[src/logic/input_capture_control_defs.vh]
// Offsets, field positions, reset values and codes of the capture channel
`ifndef INPUT_CAPTURE_CONTROL_DEFS_VH
`define INPUT_CAPTURE_CONTROL_DEFS_VH

`define ADDR_CONTROL 8'h00
`define ADDR_BUFFER 8'h04

`define CONTROL_RESET 16'h0000
`define BIT_HALT_IDLE 13
`define BIT_TIME_BASE 7
`define FIELD_EPI_HI 6
`define FIELD_EPI_LO 5
`define BIT_OVERFLOW 4
`define BIT_NOT_EMPTY 3
`define FIELD_MODE_HI 2
`define FIELD_MODE_LO 0

`define MODE_OFF 3'h0
`define MODE_EVERY_EDGE 3'h1
`define MODE_FALLING 3'h2
`define MODE_RISING 3'h3
`define MODE_RISING_4TH 3'h4
`define MODE_RISING_16TH 3'h5
`define MODE_UNUSED 3'h6
`define MODE_WAKE_ONLY 3'h7

`define FIFO_DEPTH 3'h4
`define PRESCALE_4TH 4'h3
`define PRESCALE_16TH 4'hf

`define RESP_OKAY 2'h0
`define RESP_SLVERR 2'h2

`endif

[src/logic/input_capture_control.v]
// Input capture channel control register, capture FIFO and AXI4-Lite slave
//
// Chosen here: the address map and the AXI4-Lite register port.
`include "input_capture_control_defs.vh"
`default_nettype none

module input_capture_control (
    // Clock and reset
    input wire mclk,
    input wire srst,
    // AXI4-Lite write address and data
    input wire awvalid,
    output reg awready,
    input wire [7:0] awaddr,
    input wire wvalid,
    output reg wready,
    input wire [31:0] wdata,
    input wire [3:0] wstrb,
    // AXI4-Lite write response
    output reg bvalid,
    input wire bready,
    output reg [1:0] bresp,
    // AXI4-Lite read
    input wire arvalid,
    output reg arready,
    input wire [7:0] araddr,
    output reg rvalid,
    input wire rready,
    output reg [31:0] rdata,
    output reg [1:0] rresp,
    // Capture pin, time bases and power state
    input wire capturePinIn,
    input wire [15:0] secondTimerCount,
    input wire [15:0] thirdTimerCount,
    input wire cpuIdle,
    input wire cpuSleep,
    // Events
    output reg captureInterrupt,
    output reg wakeInterrupt
);

    // Modes 000, 110 and 111 never fill the buffer
    function capture_mode;
        input [2:0] mode;
        begin
            capture_mode = (mode != `MODE_OFF) && (mode != `MODE_UNUSED) &&
                (mode != `MODE_WAKE_ONLY);
        end
    endfunction

    // Register decode; is_control is shared by the write and read sides, is_buffer serves the read side only
    function is_control;
        input [7:0] addr;
        begin
            is_control = (addr == `ADDR_CONTROL);
        end
    endfunction

    function is_buffer;
        input [7:0] addr;
        begin
            is_buffer = (addr == `ADDR_BUFFER);
        end
    endfunction

    reg haltWhenIdle;
    reg timeBaseSelect;
    reg [1:0] eventsPerInterrupt;
    reg [2:0] captureModeField;
    reg overflowFlag;
    reg [15:0] fifoMem [0:3];
    reg [1:0] writePtr;
    reg [1:0] readPtr;
    reg [2:0] fifoCount;
    reg pinPrev;
    reg [3:0] prescaleCount;
    reg [1:0] eventCount;
    reg awHeld;
    reg wHeld;
    reg [7:0] awAddrHeld;
    reg [31:0] wDataHeld;
    reg [3:0] wStrbHeld;

    wire bufferNotEmptyFlag = (fifoCount != 3'h0);
    wire [15:0] controlReset = `CONTROL_RESET;

    // Status bits come from hardware flags, so no write path can reach them
    reg [15:0] controlWord;
    always @* begin
        controlWord = 16'h0000;
        controlWord[`BIT_HALT_IDLE] = haltWhenIdle;
        controlWord[`BIT_TIME_BASE] = timeBaseSelect;
        controlWord[`FIELD_EPI_HI:`FIELD_EPI_LO] = eventsPerInterrupt;
        controlWord[`BIT_OVERFLOW] = overflowFlag;
        controlWord[`BIT_NOT_EMPTY] = bufferNotEmptyFlag;
        controlWord[`FIELD_MODE_HI:`FIELD_MODE_LO] = captureModeField;
    end

    // Write channel bookkeeping
    wire awTaken = awvalid && awready;
    wire wTaken = wvalid && wready;
    wire next_awHeld = awHeld || awTaken;
    wire next_wHeld = wHeld || wTaken;
    wire [7:0] wrAddr = awHeld ? awAddrHeld : awaddr;
    wire [31:0] wrData = wHeld ? wDataHeld : wdata;
    wire [3:0] wrStrb = wHeld ? wStrbHeld : wstrb;
    wire doWrite = next_awHeld && next_wHeld && !bvalid;
    wire writeCtrl = doWrite && is_control(wrAddr);
    wire next_bvalid = doWrite || (bvalid && !bready);

    // Read channel
    wire arTaken = arvalid && arready;
    wire next_rvalid = arTaken || (rvalid && !rready);
    wire popBuffer = arTaken && is_buffer(araddr) && bufferNotEmptyFlag;

    // Pin events
    wire rise = capturePinIn && !pinPrev;
    wire fall = !capturePinIn && pinPrev;
    wire halted = haltWhenIdle && cpuIdle;
    wire running = capture_mode(captureModeField) && !halted;
    reg edgeHit;
    reg [3:0] prescaleTop;
    reg usePrescale;
    always @* begin
        edgeHit = 1'b0;
        usePrescale = 1'b0;
        prescaleTop = `PRESCALE_4TH;
        case (captureModeField)
            `MODE_EVERY_EDGE: edgeHit = rise || fall;
            `MODE_FALLING: edgeHit = fall;
            `MODE_RISING: edgeHit = rise;
            `MODE_RISING_4TH: begin
                edgeHit = rise;
                usePrescale = 1'b1;
            end
            `MODE_RISING_16TH: begin
                edgeHit = rise;
                usePrescale = 1'b1;
                prescaleTop = `PRESCALE_16TH;
            end
            default: edgeHit = 1'b0;
        endcase
    end
    wire edgeSeen = running && edgeHit;
    wire captureEvent = edgeSeen && (!usePrescale || (prescaleCount == prescaleTop));
    wire fifoFull = (fifoCount == `FIFO_DEPTH);
    wire pushBuffer = captureEvent && !fifoFull;
    // Time base select: one picks the second timer, whole 16-bit count
    wire [15:0] capturedCount = timeBaseSelect ? secondTimerCount : thirdTimerCount;

    // Control register; status bits are not software-writable
    always @(posedge mclk) begin
        if (srst) begin
            haltWhenIdle <= controlReset[`BIT_HALT_IDLE];
            timeBaseSelect <= controlReset[`BIT_TIME_BASE];
            eventsPerInterrupt <= controlReset[`FIELD_EPI_HI:`FIELD_EPI_LO];
            captureModeField <= controlReset[`FIELD_MODE_HI:`FIELD_MODE_LO];
        end else if (writeCtrl) begin
            if (wrStrb[1]) begin
                haltWhenIdle <= wrData[`BIT_HALT_IDLE];
            end
            if (wrStrb[0]) begin
                timeBaseSelect <= wrData[`BIT_TIME_BASE];
                eventsPerInterrupt <= wrData[`FIELD_EPI_HI:`FIELD_EPI_LO];
                captureModeField <= wrData[`FIELD_MODE_HI:`FIELD_MODE_LO];
            end
        end
    end

    // Overflow: set by a capture into a full buffer, cleared by turning the channel off
    always @(posedge mclk) begin
        if (srst) begin
            overflowFlag <= 1'b0;
        end else if (captureEvent && fifoFull) begin
            overflowFlag <= 1'b1;
        end else if (captureModeField == `MODE_OFF) begin
            overflowFlag <= 1'b0;
        end
    end

    // Capture FIFO; a full buffer drops the new value and keeps the old ones
    always @(posedge mclk) begin
        if (pushBuffer) begin
            fifoMem[writePtr] <= capturedCount;
        end
    end

    always @(posedge mclk) begin
        if (srst) begin
            writePtr <= 2'h0;
            readPtr <= 2'h0;
            fifoCount <= 3'h0;
        end else begin
            if (pushBuffer) begin
                writePtr <= writePtr + 2'h1;
            end
            if (popBuffer) begin
                readPtr <= readPtr + 2'h1;
            end
            if (pushBuffer && !popBuffer) begin
                fifoCount <= fifoCount + 3'h1;
            end else if (popBuffer && !pushBuffer) begin
                fifoCount <= fifoCount - 3'h1;
            end
        end
    end

    // Edge history, prescaler and events-per-interrupt counter
    always @(posedge mclk) begin
        if (srst) begin
            pinPrev <= 1'b0;
            prescaleCount <= 4'h0;
            eventCount <= 2'h0;
            captureInterrupt <= 1'b0;
            wakeInterrupt <= 1'b0;
        end else begin
            pinPrev <= capturePinIn;
            captureInterrupt <= 1'b0;
            // Wake mode ignores every other control bit, stop-in-idle included
            wakeInterrupt <= (captureModeField == `MODE_WAKE_ONLY) && rise &&
                (cpuSleep || cpuIdle);
            if (!capture_mode(captureModeField) || writeCtrl) begin
                // A mode change restarts counting so stale partial counts never fire
                prescaleCount <= 4'h0;
                eventCount <= 2'h0;
            end else begin
                if (edgeSeen && usePrescale) begin
                    prescaleCount <= (prescaleCount == prescaleTop) ? 4'h0 :
                        prescaleCount + 4'h1;
                end
                if (captureEvent) begin
                    if (eventCount == eventsPerInterrupt) begin
                        eventCount <= 2'h0;
                        captureInterrupt <= 1'b1;
                    end else begin
                        eventCount <= eventCount + 2'h1;
                    end
                end
            end
        end
    end

    // AXI4-Lite write side
    always @(posedge mclk) begin
        if (srst) begin
            awHeld <= 1'b0;
            wHeld <= 1'b0;
            awAddrHeld <= 8'h00;
            wDataHeld <= 32'h00000000;
            wStrbHeld <= 4'h0;
            awready <= 1'b0;
            wready <= 1'b0;
            bvalid <= 1'b0;
            bresp <= `RESP_OKAY;
        end else begin
            if (awTaken) begin
                awAddrHeld <= awaddr;
            end
            if (wTaken) begin
                wDataHeld <= wdata;
                wStrbHeld <= wstrb;
            end
            awHeld <= next_awHeld && !doWrite;
            wHeld <= next_wHeld && !doWrite;
            awready <= !(next_awHeld && !doWrite) && !next_bvalid;
            wready <= !(next_wHeld && !doWrite) && !next_bvalid;
            bvalid <= next_bvalid;
            if (doWrite) begin
                bresp <= is_control(wrAddr) ? `RESP_OKAY : `RESP_SLVERR;
            end
        end
    end

    // AXI4-Lite read side; reading a non-empty buffer pops one value
    always @(posedge mclk) begin
        if (srst) begin
            arready <= 1'b0;
            rvalid <= 1'b0;
            rdata <= 32'h00000000;
            rresp <= `RESP_OKAY;
        end else begin
            arready <= !next_rvalid;
            rvalid <= next_rvalid;
            if (arTaken) begin
                rresp <= `RESP_OKAY;
                if (is_control(araddr)) begin
                    rdata <= {16'h0000, controlWord};
                end else if (is_buffer(araddr)) begin
                    rdata <= bufferNotEmptyFlag ? {16'h0000, fifoMem[readPtr]} :
                        32'h00000000;
                end else begin
                    rdata <= 32'h00000000;
                    rresp <= `RESP_SLVERR;
                end
            end
        end
    end

endmodule

`default_nettype wire

[config.mk]
export PLATFORM = sky130hd
export DESIGN_NAME = input_capture_control
export DESIGN_NICKNAME = d
export VERILOG_FILES = /design/src/logic/input_capture_control.v
export VERILOG_INCLUDE_DIRS = /design/src /design/src/logic
export SDC_FILE = /design/constraint.sdc
export NUM_CORES = 1
export LEC_CHECK = 0
export BUFFER_PORTS_ARGS = -buffer_cell sky130_fd_sc_hd__buf_2
export CELL_PAD_IN_SITES_DETAIL_PLACEMENT = 0
export CELL_PAD_IN_SITES_GLOBAL_PLACEMENT = 1
export CORE_ASPECT_RATIO = 0.6
export CORE_MARGIN = 4
export CORE_UTILIZATION = 38
export DETAILED_ROUTE_END_ITERATION = 12
export GPL_TIMING_DRIVEN = 0
export PLACE_DENSITY_LB_ADDON = 0.1
export SYNTH_ARGS = -nofsm -noshare
export SYNTH_HDL_FRONTEND = slang
export SYNTH_SLANG_ARGS = --single-unit
[constraint.sdc]
create_clock -name mclk -period 2.5 [get_ports mclk]
set_input_delay 0.25 -clock mclk [delete_from_list [all_inputs] [get_ports mclk]]
set_output_delay 0.25 -clock mclk [all_outputs]
set_load 0.05 [all_outputs]
==> results of run 1 <==
## layout by cell type (no fill, tap or decap), types with 5 or more instances in the layout
cell type | synthesis | routed
buf_2 | 6 | 96
dfxtp_1 | 68 | 64
edfxtp_1 | 64 | 64
nand2_1 | 54 | 54
a21oi_1 | 43 | 43
nor2_1 | 27 | 27
buf_4 | 20 | 27
clkbuf_1 | 17 | 19
conb_1 | 1 | 18
mux2_2 | 17 | 17
nor3_1 | 17 | 17
clkbuf_16 | 0 | 17
mux4_2 | 16 | 16
nand3_1 | 10 | 10
nand2b_1 | 10 | 10
o21ai_0 | 10 | 9
a221oi_1 | 8 | 8
inv_1 | 8 | 7
nor4_1 | 7 | 7
nand3b_1 | 7 | 7
o21a_1 | 6 | 6
ha_1 | 8 | 6
inv_6 | 0 | 6
xor2_1 | 5 | 5
## area by class of cell
type                    count  area, um2
plain buffers              45        251
clock buffers              19        433
clock inverters            13        148
fillers                  1330       7470
inverters                   8       30.0
multi-input cells         313       2220
flip-flops and latches    132       3290
well taps                 198        248
repair buffers             97        503
## final timing paths
path | startpoint | depth (start not counted) | to
hold / removal | wdata[13] | 3 | wDataHeld[13]
setup reg to reg | prescaleCount[1] | 11 | fifoCount[2]
setup / recovery | prescaleCount[1] | 11 | fifoCount[2]
hold reg to reg | rdata[11] | 2 | rdata[11]
## worst max-delay path, stage by stage (launching register included)
cell and delay, ps:
dfxtp_2 350, ha_4 140, or4b_4 460, nand3_4 100, nand4_4 100, nor3_4 150, ha_2 220, inv_2 40
fa_2 330, xor2_1 170, or3_1 300, a21oi_1 110
## metal layers
metal  up-vias  wire length, um  global-route usage
met5         -                0                   0
met4         0              109              0.0589
met3        11              798              0.0391
met2       100             6000               0.250
met1      1920             6600               0.229
li1       1987                -                   -
## power groups by stage
| stage | registers, mW | logic, mW | clock network [mW] |
|---|---|---|---|
| after floorplan | 2.42 | 0.215 | 0 |
| after global placement | 2.37 | 0.396 | 0 |
| after detailed placement | 2.37 | 0.401 | 0 |
| after CTS | 2.32 | 0.403 | 2.48 |
| after global routing | 2.32 | 0.440 | 2.57 |
| final | 2.32 | 0.401 | 2.44 |
## sequential cells by signal (all words and copies together) (netlist names), 3 cells and up, named ones only
signal / flops
rdata: 16
wDataHeld: 7
awAddrHeld: 8
prescaleCount: 4
captureModeField: 3
fifoCount: 3
fifoMem: 64
## cells by family after synthesis
group	Yosys count
AOI/OAI and AO/OA	75
xor gates and xnor gates	8
adders and majority gates	9
buffers and inverters	53
DFF	132
muxes	38
other	1
and+or+nand+nor	165
## what timing repair did
action / 4_1_cts / 5_1_grt
setup buffers: 5 / 2
pin swaps: 3 / 1
endpoints found under the setup margin: 2 / 2
resized for setup: 4 / 2
==> results.sh, run 1 <==
export IMPL_status="finished with violations"
export IMPL_violations="negative setup slack"
export IMPL_dpl_cell_count=786
export IMPL_portBuffers=90
export IMPL_grt_overflow_total=0
export IMPL_syn_area_per_cell_um2=11.8
export IMPL_place_hpwl_mm=9.83
export IMPL_vias=4018
export IMPL_ys_seq_area_frac=0.577
export IMPL_core_area_um2=14600
export IMPL_worst_pin_slew_ps=693
export IMPL_synthMuxAreaShare=0.107
export IMPL_io_pins=137
export IMPL_end_kind="flip-flop"
export IMPL_clockBufferDepth=2
export IMPL_synthAdderAreaFrac=0.0211
export IMPL_antenna_found_initial=0
export IMPL_yosysMostFrequentCell="dfxtp_1"
export IMPL_hp_class="in -> reg"
export IMPL_yosys_area_share_simple=0.152
export IMPL_required_ps=2830
export IMPL_gp_congestion=0.820
export IMPL_cts_tree="built"
export IMPL_p_sw_frac=0.241
export IMPL_viasPerCell=4.87
export IMPL_whs_ps=84.4
export IMPL_place_ws_ps=-391
export IMPL_drv_slew=0
export IMPL_finalInstanceArea_um2=7120
export IMPL_yosys_cell_types_count=52
export IMPL_regToRegSetupSlack_ps=-50
export IMPL_yosys_top_cells_count="dfxtp_1, edfxtp_1, nand2_1, a21oi_1, nor2_1"
export IMPL_wl_per_cell_um=16.4
export IMPL_finalHoldViolations=0
export IMPL_insertion_delay_ps=410
export IMPL_clock_skew_ps=12.4
export IMPL_syn_instance_count=481
export IMPL_synth_compound_area_share=0.0801
export IMPL_switchingPower_mw=1.25
export IMPL_synth_top_family_by_area="simple AND/OR/NAND/NOR gates"
export IMPL_final_min_clock_period_ps=2550
export IMPL_drt_iter0_drc=240
export IMPL_floorplan_initialDensity=0.390
export IMPL_cts_buffers=17
export IMPL_die_y_um=103
export IMPL_powerDensity_nw_per_um2=725
export IMPL_cap_violations=0
export IMPL_max_freq_ghz=0.393
export IMPL_die_area_um2=17100
export IMPL_rsz0062_at_grt="yes"
export IMPL_postSynth_asyncResetShare=0
export IMPL_diodes=0
export IMPL_ys_warn_count=0
export IMPL_cts_hold_buffers=0
export IMPL_drive_above_1_share=0.333
export IMPL_synth_area_um2=5690
export IMPL_crit_path_max_fanout=3
export IMPL_layout_cells_non_filler=825
export IMPL_ir_worst_vdd_v=0.000425
export IMPL_area_growth_pct=25.3
export IMPL_power_frac_seq=0.450
export IMPL_path_class="reg -> reg"
export IMPL_grt_usage=0.163
export IMPL_clkSlewWorstSetupHoldPaths_ps=60
export IMPL_rows=34
export IMPL_slew_headroom=0.538
export IMPL_p_int_mw=3.92
export IMPL_clockPowerShare=0.473
export IMPL_synth_top_cell_area_share=0.338
export IMPL_die_w_um=166
export IMPL_total_power_mw=5.16
export IMPL_setup_violations=1
export IMPL_grt_max_degree=17
export IMPL_setup_tns_ps=-47.0
export IMPL_h_tree_depth=4
export IMPL_ant_nets=0
export IMPL_final_core_util=0.488
export IMPL_leakagePower_nw=2.66
export IMPL_cts_root_buf="clkbuf_16"
export IMPL_yosys_area_top_type="edfxtp_1"
export IMPL_synthXorXnorAreaFrac=0.0123
export IMPL_crit_arrival_ps=2880
export IMPL_ys_flop_type="dfxtp_1"
export IMPL_drtPass1Iterations=4
export IMPL_combPwrFrac=0.078
export IMPL_start_kind="flip-flop"
export IMPL_grt_pass1_vias=3913
export IMPL_synth_seq_cells=132
export IMPL_grt_pass1_wl_mm=21.0
export IMPL_clkSinkCount=132
export IMPL_synth_enable_flop_cells=64
export IMPL_layout_nets=717
export IMPL_timing_final_ws_setup_ps=-47.0
export IMPL_synthTopCellsByArea="edfxtp_1, dfxtp_1, mux4_2"
export IMPL_drc=0
export IMPL_post_dp_cell_area_um2=6480
export IMPL_min_period_over_period=1.02
export IMPL_totalWireLength_mm=13.5
Note: power is estimated with default switching activity, not from simulation.
==> inputs of run 2 (changes only) <==
- CORE_ASPECT_RATIO: 0.6 -> not set
- CTS_CLUSTER_SIZE: not set -> 12
==> results.sh, run 2 (synthesis gave the netlist of run 1 again) <==
export IMPL_status="finished with violations"
export IMPL_violations="negative setup slack"
export IMPL_p_sw_frac=0.238
export IMPL_grt_max_degree=17
export IMPL_largest_reg_flops=64
export IMPL_cts_hold_buffers=0
export IMPL_combPwrFrac=0.076
export IMPL_final_core_util=0.490
export IMPL_powerDensity_nw_per_um2=735
export IMPL_cap_violations=0
export IMPL_layout_cells_non_filler=811
export IMPL_leakagePower_nw=2.69
export IMPL_clock_skew_ps=5.49
export IMPL_cts_tree="built"
export IMPL_cts_root_buf="clkbuf_16"
export IMPL_use_met3=0.0499
export IMPL_clkSinkCount=132
export IMPL_drive_above_1_share=0.333
export IMPL_required_ps=2840
export IMPL_wl_per_cell_um=16.4
export IMPL_switchingPower_mw=1.25
export IMPL_drtPass1Iterations=4
export IMPL_floorplan_initialDensity=0.390
export IMPL_insertion_delay_ps=410
export IMPL_grt_pass1_vias=4018
export IMPL_vias=4079
export IMPL_clockPowerShare=0.482
export IMPL_clkSlewWorstSetupHoldPaths_ps=60
export IMPL_final_min_clock_period_ps=2600
export IMPL_largestRegisters="fifoMem x64, rdata x16, awAddrHeld x8"
export IMPL_crit_path_max_fanout=3
export IMPL_gp_congestion=0.789
export IMPL_totalWireLength_mm=13.3
export IMPL_start_kind="flip-flop"
export IMPL_post_dp_cell_area_um2=6460
export IMPL_finalHoldViolations=0
export IMPL_setup_violations=1
export IMPL_end_kind="flip-flop"
export IMPL_regMostFlops="fifoMem"
export IMPL_place_hpwl_mm=9.33
export IMPL_clockBufferDepth=2
export IMPL_io_pins=137
export IMPL_timing_final_ws_setup_ps=-103
export IMPL_cp_cell_sequence="ha_4 > or4b_4 > nand3_4 > nand4_4 > nor3_4 > ha_2 > inv_2 > fa_2 > xor2_1 > or3_1 > a21oi_2"
export IMPL_antenna_found_initial=0
export IMPL_viasPerCell=5.03
export IMPL_diodes=0
export IMPL_critPathMaxStageDelay_ps=470
export IMPL_final_cell_mix="buf_2, dfxtp_1, edfxtp_1, nand2_1, a21oi_1"
export IMPL_final_common_cell="buf_2"
export IMPL_min_period_over_period=1.04
export IMPL_drv_slew=0
export IMPL_path_class="reg -> reg"
export IMPL_grt_overflow_total=0
export IMPL_crit_arrival_ps=2950
export IMPL_grt_util_met2=0.262
export IMPL_power_frac_seq=0.442
export IMPL_ir_worst_vdd_v=0.000485
export IMPL_dpl_cell_count=772
export IMPL_grt_busiest_layer="met2"
export IMPL_area_growth_pct=25.8
export IMPL_h_tree_depth=4
export IMPL_grt_pass1_wl_mm=20.9
export IMPL_die_w_um=130
export IMPL_rsz0062_at_grt="yes"
export IMPL_die_y_um=130
export IMPL_rows=44
export IMPL_drt_iter0_drc=224
export IMPL_whs_ps=82.8
export IMPL_place_ws_ps=-382
export IMPL_crit_path_top_delay_cell="or4b_4"
export IMPL_portBuffers=90
export IMPL_met1_usage=0.212
export IMPL_p_int_mw=4.01
export IMPL_worst_pin_slew_ps=669
export IMPL_ant_nets=0
export IMPL_hp_class="in -> reg"
export IMPL_core_area_um2=14600
export IMPL_grt_usage=0.163
export IMPL_max_freq_ghz=0.384
export IMPL_slew_headroom=0.554
export IMPL_cts_buffers=17
export IMPL_layout_nets=717
export IMPL_die_area_um2=17000
export IMPL_finalInstanceArea_um2=7160
export IMPL_drc=0
-- run 2: worst paths after layout --
path,slack [ps],cells after the start,start,to
worst max-delay path,-100,11,prescaleCount[1],fifoCount[2]
worst max register to register,-100,11,prescaleCount[1],fifoCount[2]
worst min-delay path,80,3,awaddr[7],awAddrHeld[7]
worst min register to register,450,2,rdata[10],rdata[10]
-- run 2: metal layers --
metal,vias to the layer above,routed length (um)
met5,-,0
met4,0,186
met3,16,802
met2,105,6390
met1,1967,5890
li1,1991,-
-- run 2: layout make-up --
| class | instances | area [um2] |
|---|---|---|
| Buffer | 45 | 251 |
| Clock buffer | 17 | 425 |
| Clock inverter | 15 | 179 |
| Fill cell | 1330 | 7430 |
| Inverter | 8 | 30.0 |
| Multi-Input combinational cell | 313 | 2250 |
| Sequential cell | 132 | 3290 |
| Tap cell | 184 | 230 |
| Timing Repair Buffer | 97 | 503 |
-- run 2: per-stage QoR --
step | TNS, ps | total power [mW]
6_report | -103 | 5.26
5_1_grt | -207 | 5.46
4_1_cts | -73.5 | 5.31
3_5_place_dp | -530 | 2.77
3_3_place_gp | -367 | 2.76
2_1_floorplan | -149 | 2.64
-- run 2: worst max-delay path, delay by kind of cell (launching register included) --
family	cells	cell delay (ps)
AO/OA/AOI/OAI	1	110
XOR/XNOR	1	170
adder cells (fa/ha/maj)	3	690
buffers and inverters	1	40
flip-flops	1	350
AND/OR/NAND/NOR	5	1170
-- run 2: repair_timing --
item,in CTS,in global routing
setup buffers,6,1
setup endpoints to repair,2,28
gates resized for setup,5,4
pin swaps,3,2
-- run 2: power groups by stage --
stage	Combinational [mW]	Clock, mW	Sequential [mW]
final	0.399	2.53	2.32
after global routing	0.437	2.70	2.33
after CTS	0.400	2.59	2.32
after detailed placement	0.398	0	2.37
after global placement	0.390	0	2.37
after floorplan	0.215	0	2.42
==> inputs of run 3 (changes only) <==
- CTS_CLUSTER_DIAMETER: not set -> 120
- PLACE_DENSITY: not set -> 0.87
- PLACE_DENSITY_LB_ADDON: 0.1 -> not set
==> results.sh, run 3 (synthesis gave the netlist of run 1 again) <==
export IMPL_place_ws_ps=-366
export IMPL_min_period_over_period=1.03
export IMPL_vias=4013
export IMPL_cap_violations=0
export IMPL_floorplan_initialDensity=0.390
export IMPL_area_growth_pct=24.5
export IMPL_die_w_um=130
export IMPL_grt_pass1_vias=4188
export IMPL_worst_pin_slew_ps=651
export IMPL_rsz0062_at_grt="yes"
export IMPL_cp_cell_sequence="ha_4 > or4b_4 > nand3_4 > nand4_4 > nor3_4 > ha_2 > inv_2 > fa_2 > xor2_1 > or3_1 > a21oi_1"
export IMPL_portBuffers=90
export IMPL_crit_arrival_ps=2920
export IMPL_timing_final_ws_setup_ps=-83.2
export IMPL_status="finished with violations"
export IMPL_crit_path_max_fanout=3
export IMPL_powerDensity_nw_per_um2=723
export IMPL_path_class="reg -> reg"
export IMPL_ir_worst_vdd_v=0.000532
export IMPL_max_freq_ghz=0.387
export IMPL_layout_cells_non_filler=809
export IMPL_multiInputGateArea_um2=2220
export IMPL_power_frac_seq=0.453
export IMPL_largest_reg_flops=64
export IMPL_leakagePower_nw=2.66
export IMPL_wl_per_cell_um=15.6
export IMPL_viasPerCell=4.96
export IMPL_drtPass1Iterations=4
export IMPL_clock_skew_ps=6.81
export IMPL_dpl_cell_count=772
export IMPL_drv_slew=0
export IMPL_register_area_um2=3290
export IMPL_clockBufferDepth=2
export IMPL_grt_max_degree=17
export IMPL_drt_iter0_drc=184
export IMPL_crit_path_top_delay_cell="or4b_4"
export IMPL_required_ps=2830
export IMPL_cts_buffers=17
export IMPL_rows=44
export IMPL_hp_class="in -> reg"
export IMPL_diodes=0
export IMPL_layout_nets=715
export IMPL_h_tree_depth=4
export IMPL_finalInstanceArea_um2=7080
export IMPL_post_dp_cell_area_um2=6460
export IMPL_start_kind="flip-flop"
export IMPL_fillers=1281
export IMPL_regMostFlops="fifoMem"
export IMPL_clockPowerShare=0.469
export IMPL_clkSlewWorstSetupHoldPaths_ps=60
export IMPL_drive_above_1_share=0.325
export IMPL_end_kind="flip-flop"
export IMPL_violations="negative setup slack"
export IMPL_total_power_mw=5.13
export IMPL_p_int_mw=3.98
export IMPL_die_y_um=130
export IMPL_cts_hold_buffers=0
export IMPL_final_min_clock_period_ps=2580
export IMPL_setup_tns_ps=-83.2
export IMPL_io_pins=137
export IMPL_final_common_cell="buf_2"
export IMPL_insertion_delay_ps=410
export IMPL_antenna_found_initial=0
export IMPL_final_cell_mix="buf_2, dfxtp_1, edfxtp_1, nand2_1, a21oi_1"
export IMPL_final_core_util=0.486
export IMPL_whs_ps=96.1
export IMPL_finalHoldViolations=0
export IMPL_cts_root_buf="clkbuf_16"
export IMPL_combPwrFrac=0.078
export IMPL_grt_usage=0.155
export IMPL_core_area_um2=14600
export IMPL_drc=0
export IMPL_p_sw_frac=0.223
export IMPL_die_area_um2=17000
export IMPL_largestRegisters="fifoMem x64, rdata x16, awAddrHeld x8"
export IMPL_ant_nets=0
export IMPL_gp_congestion=0.830
export IMPL_setup_violations=1
export IMPL_critPathMaxStageDelay_ps=470
export IMPL_switchingPower_mw=1.14
export IMPL_grt_overflow_total=0
export IMPL_slew_headroom=0.566
export IMPL_place_hpwl_mm=9.36
export IMPL_totalWireLength_mm=12.7
export IMPL_clkSinkCount=132
export IMPL_grt_pass1_wl_mm=20.1
export IMPL_cts_tree="built"
run 3: area by class of cell:
class	count	area share
buffer	45	0.0355
clock buffer	20	0.0616
clock inverter	12	0.0194
inverter	8	0.00424
multi-input combinational	313	0.314
sequential	132	0.464
tap	184	0.0325
timing repair buffer	95	0.0689
run 3: what timing repair did:
item,CTS,global route
pin swaps,6,2
setup endpoints to repair,2,2
cloned,0,0
buffers inserted,5,0
hold endpoints to repair,0,0
resized for setup,2,3
run 3: critical path, delay by kind of cell (launching register included):
family | cells | cell delay [ps]
AND/OR/NAND/NOR | 5 | 1140
buffers and inverters | 1 | 40
AO/OA/AOI/OAI | 1 | 140
flip-flops | 1 | 350
XOR/XNOR | 1 | 150
adder cells (fa/ha/maj) | 3 | 690
run 3: per-layer routing:
| layer | global-route usage | share of wire | wire, um | vias up |
|---|---|---|---|---|
| li1 | - | - | - | 1975 |
| met1 | 0.172 | 0.41 | 5180 | 1911 |
| met2 | 0.277 | 0.51 | 6450 | 108 |
| met3 | 0.0430 | 0.057 | 719 | 19 |
| met4 | 0.0659 | 0.024 | 302 | 0 |
| met5 | 0 | 0 | 0 | - |
run 3: worst paths after layout:
check / from / slack [ps] / endpoint / depth (start not counted)
min reg2reg: wDataHeld[7] / 450 / wDataHeld[7] / 2
max reg2reg: prescaleCount[0] / -80 / fifoCount[2] / 11
min: awaddr[5] / 100 / awAddrHeld[5] / 3
max: prescaleCount[0] / -80 / fifoCount[2] / 11
run 3: power groups by stage:
stage	Combinational, mW	Sequential [mW]	Clock, mW
final	0.398	2.32	2.40
after detailed placement	0.396	2.37	0
after floorplan	0.215	2.42	0
after global routing	0.434	2.33	2.53
after CTS	0.398	2.32	2.44
after global placement	0.386	2.37	0
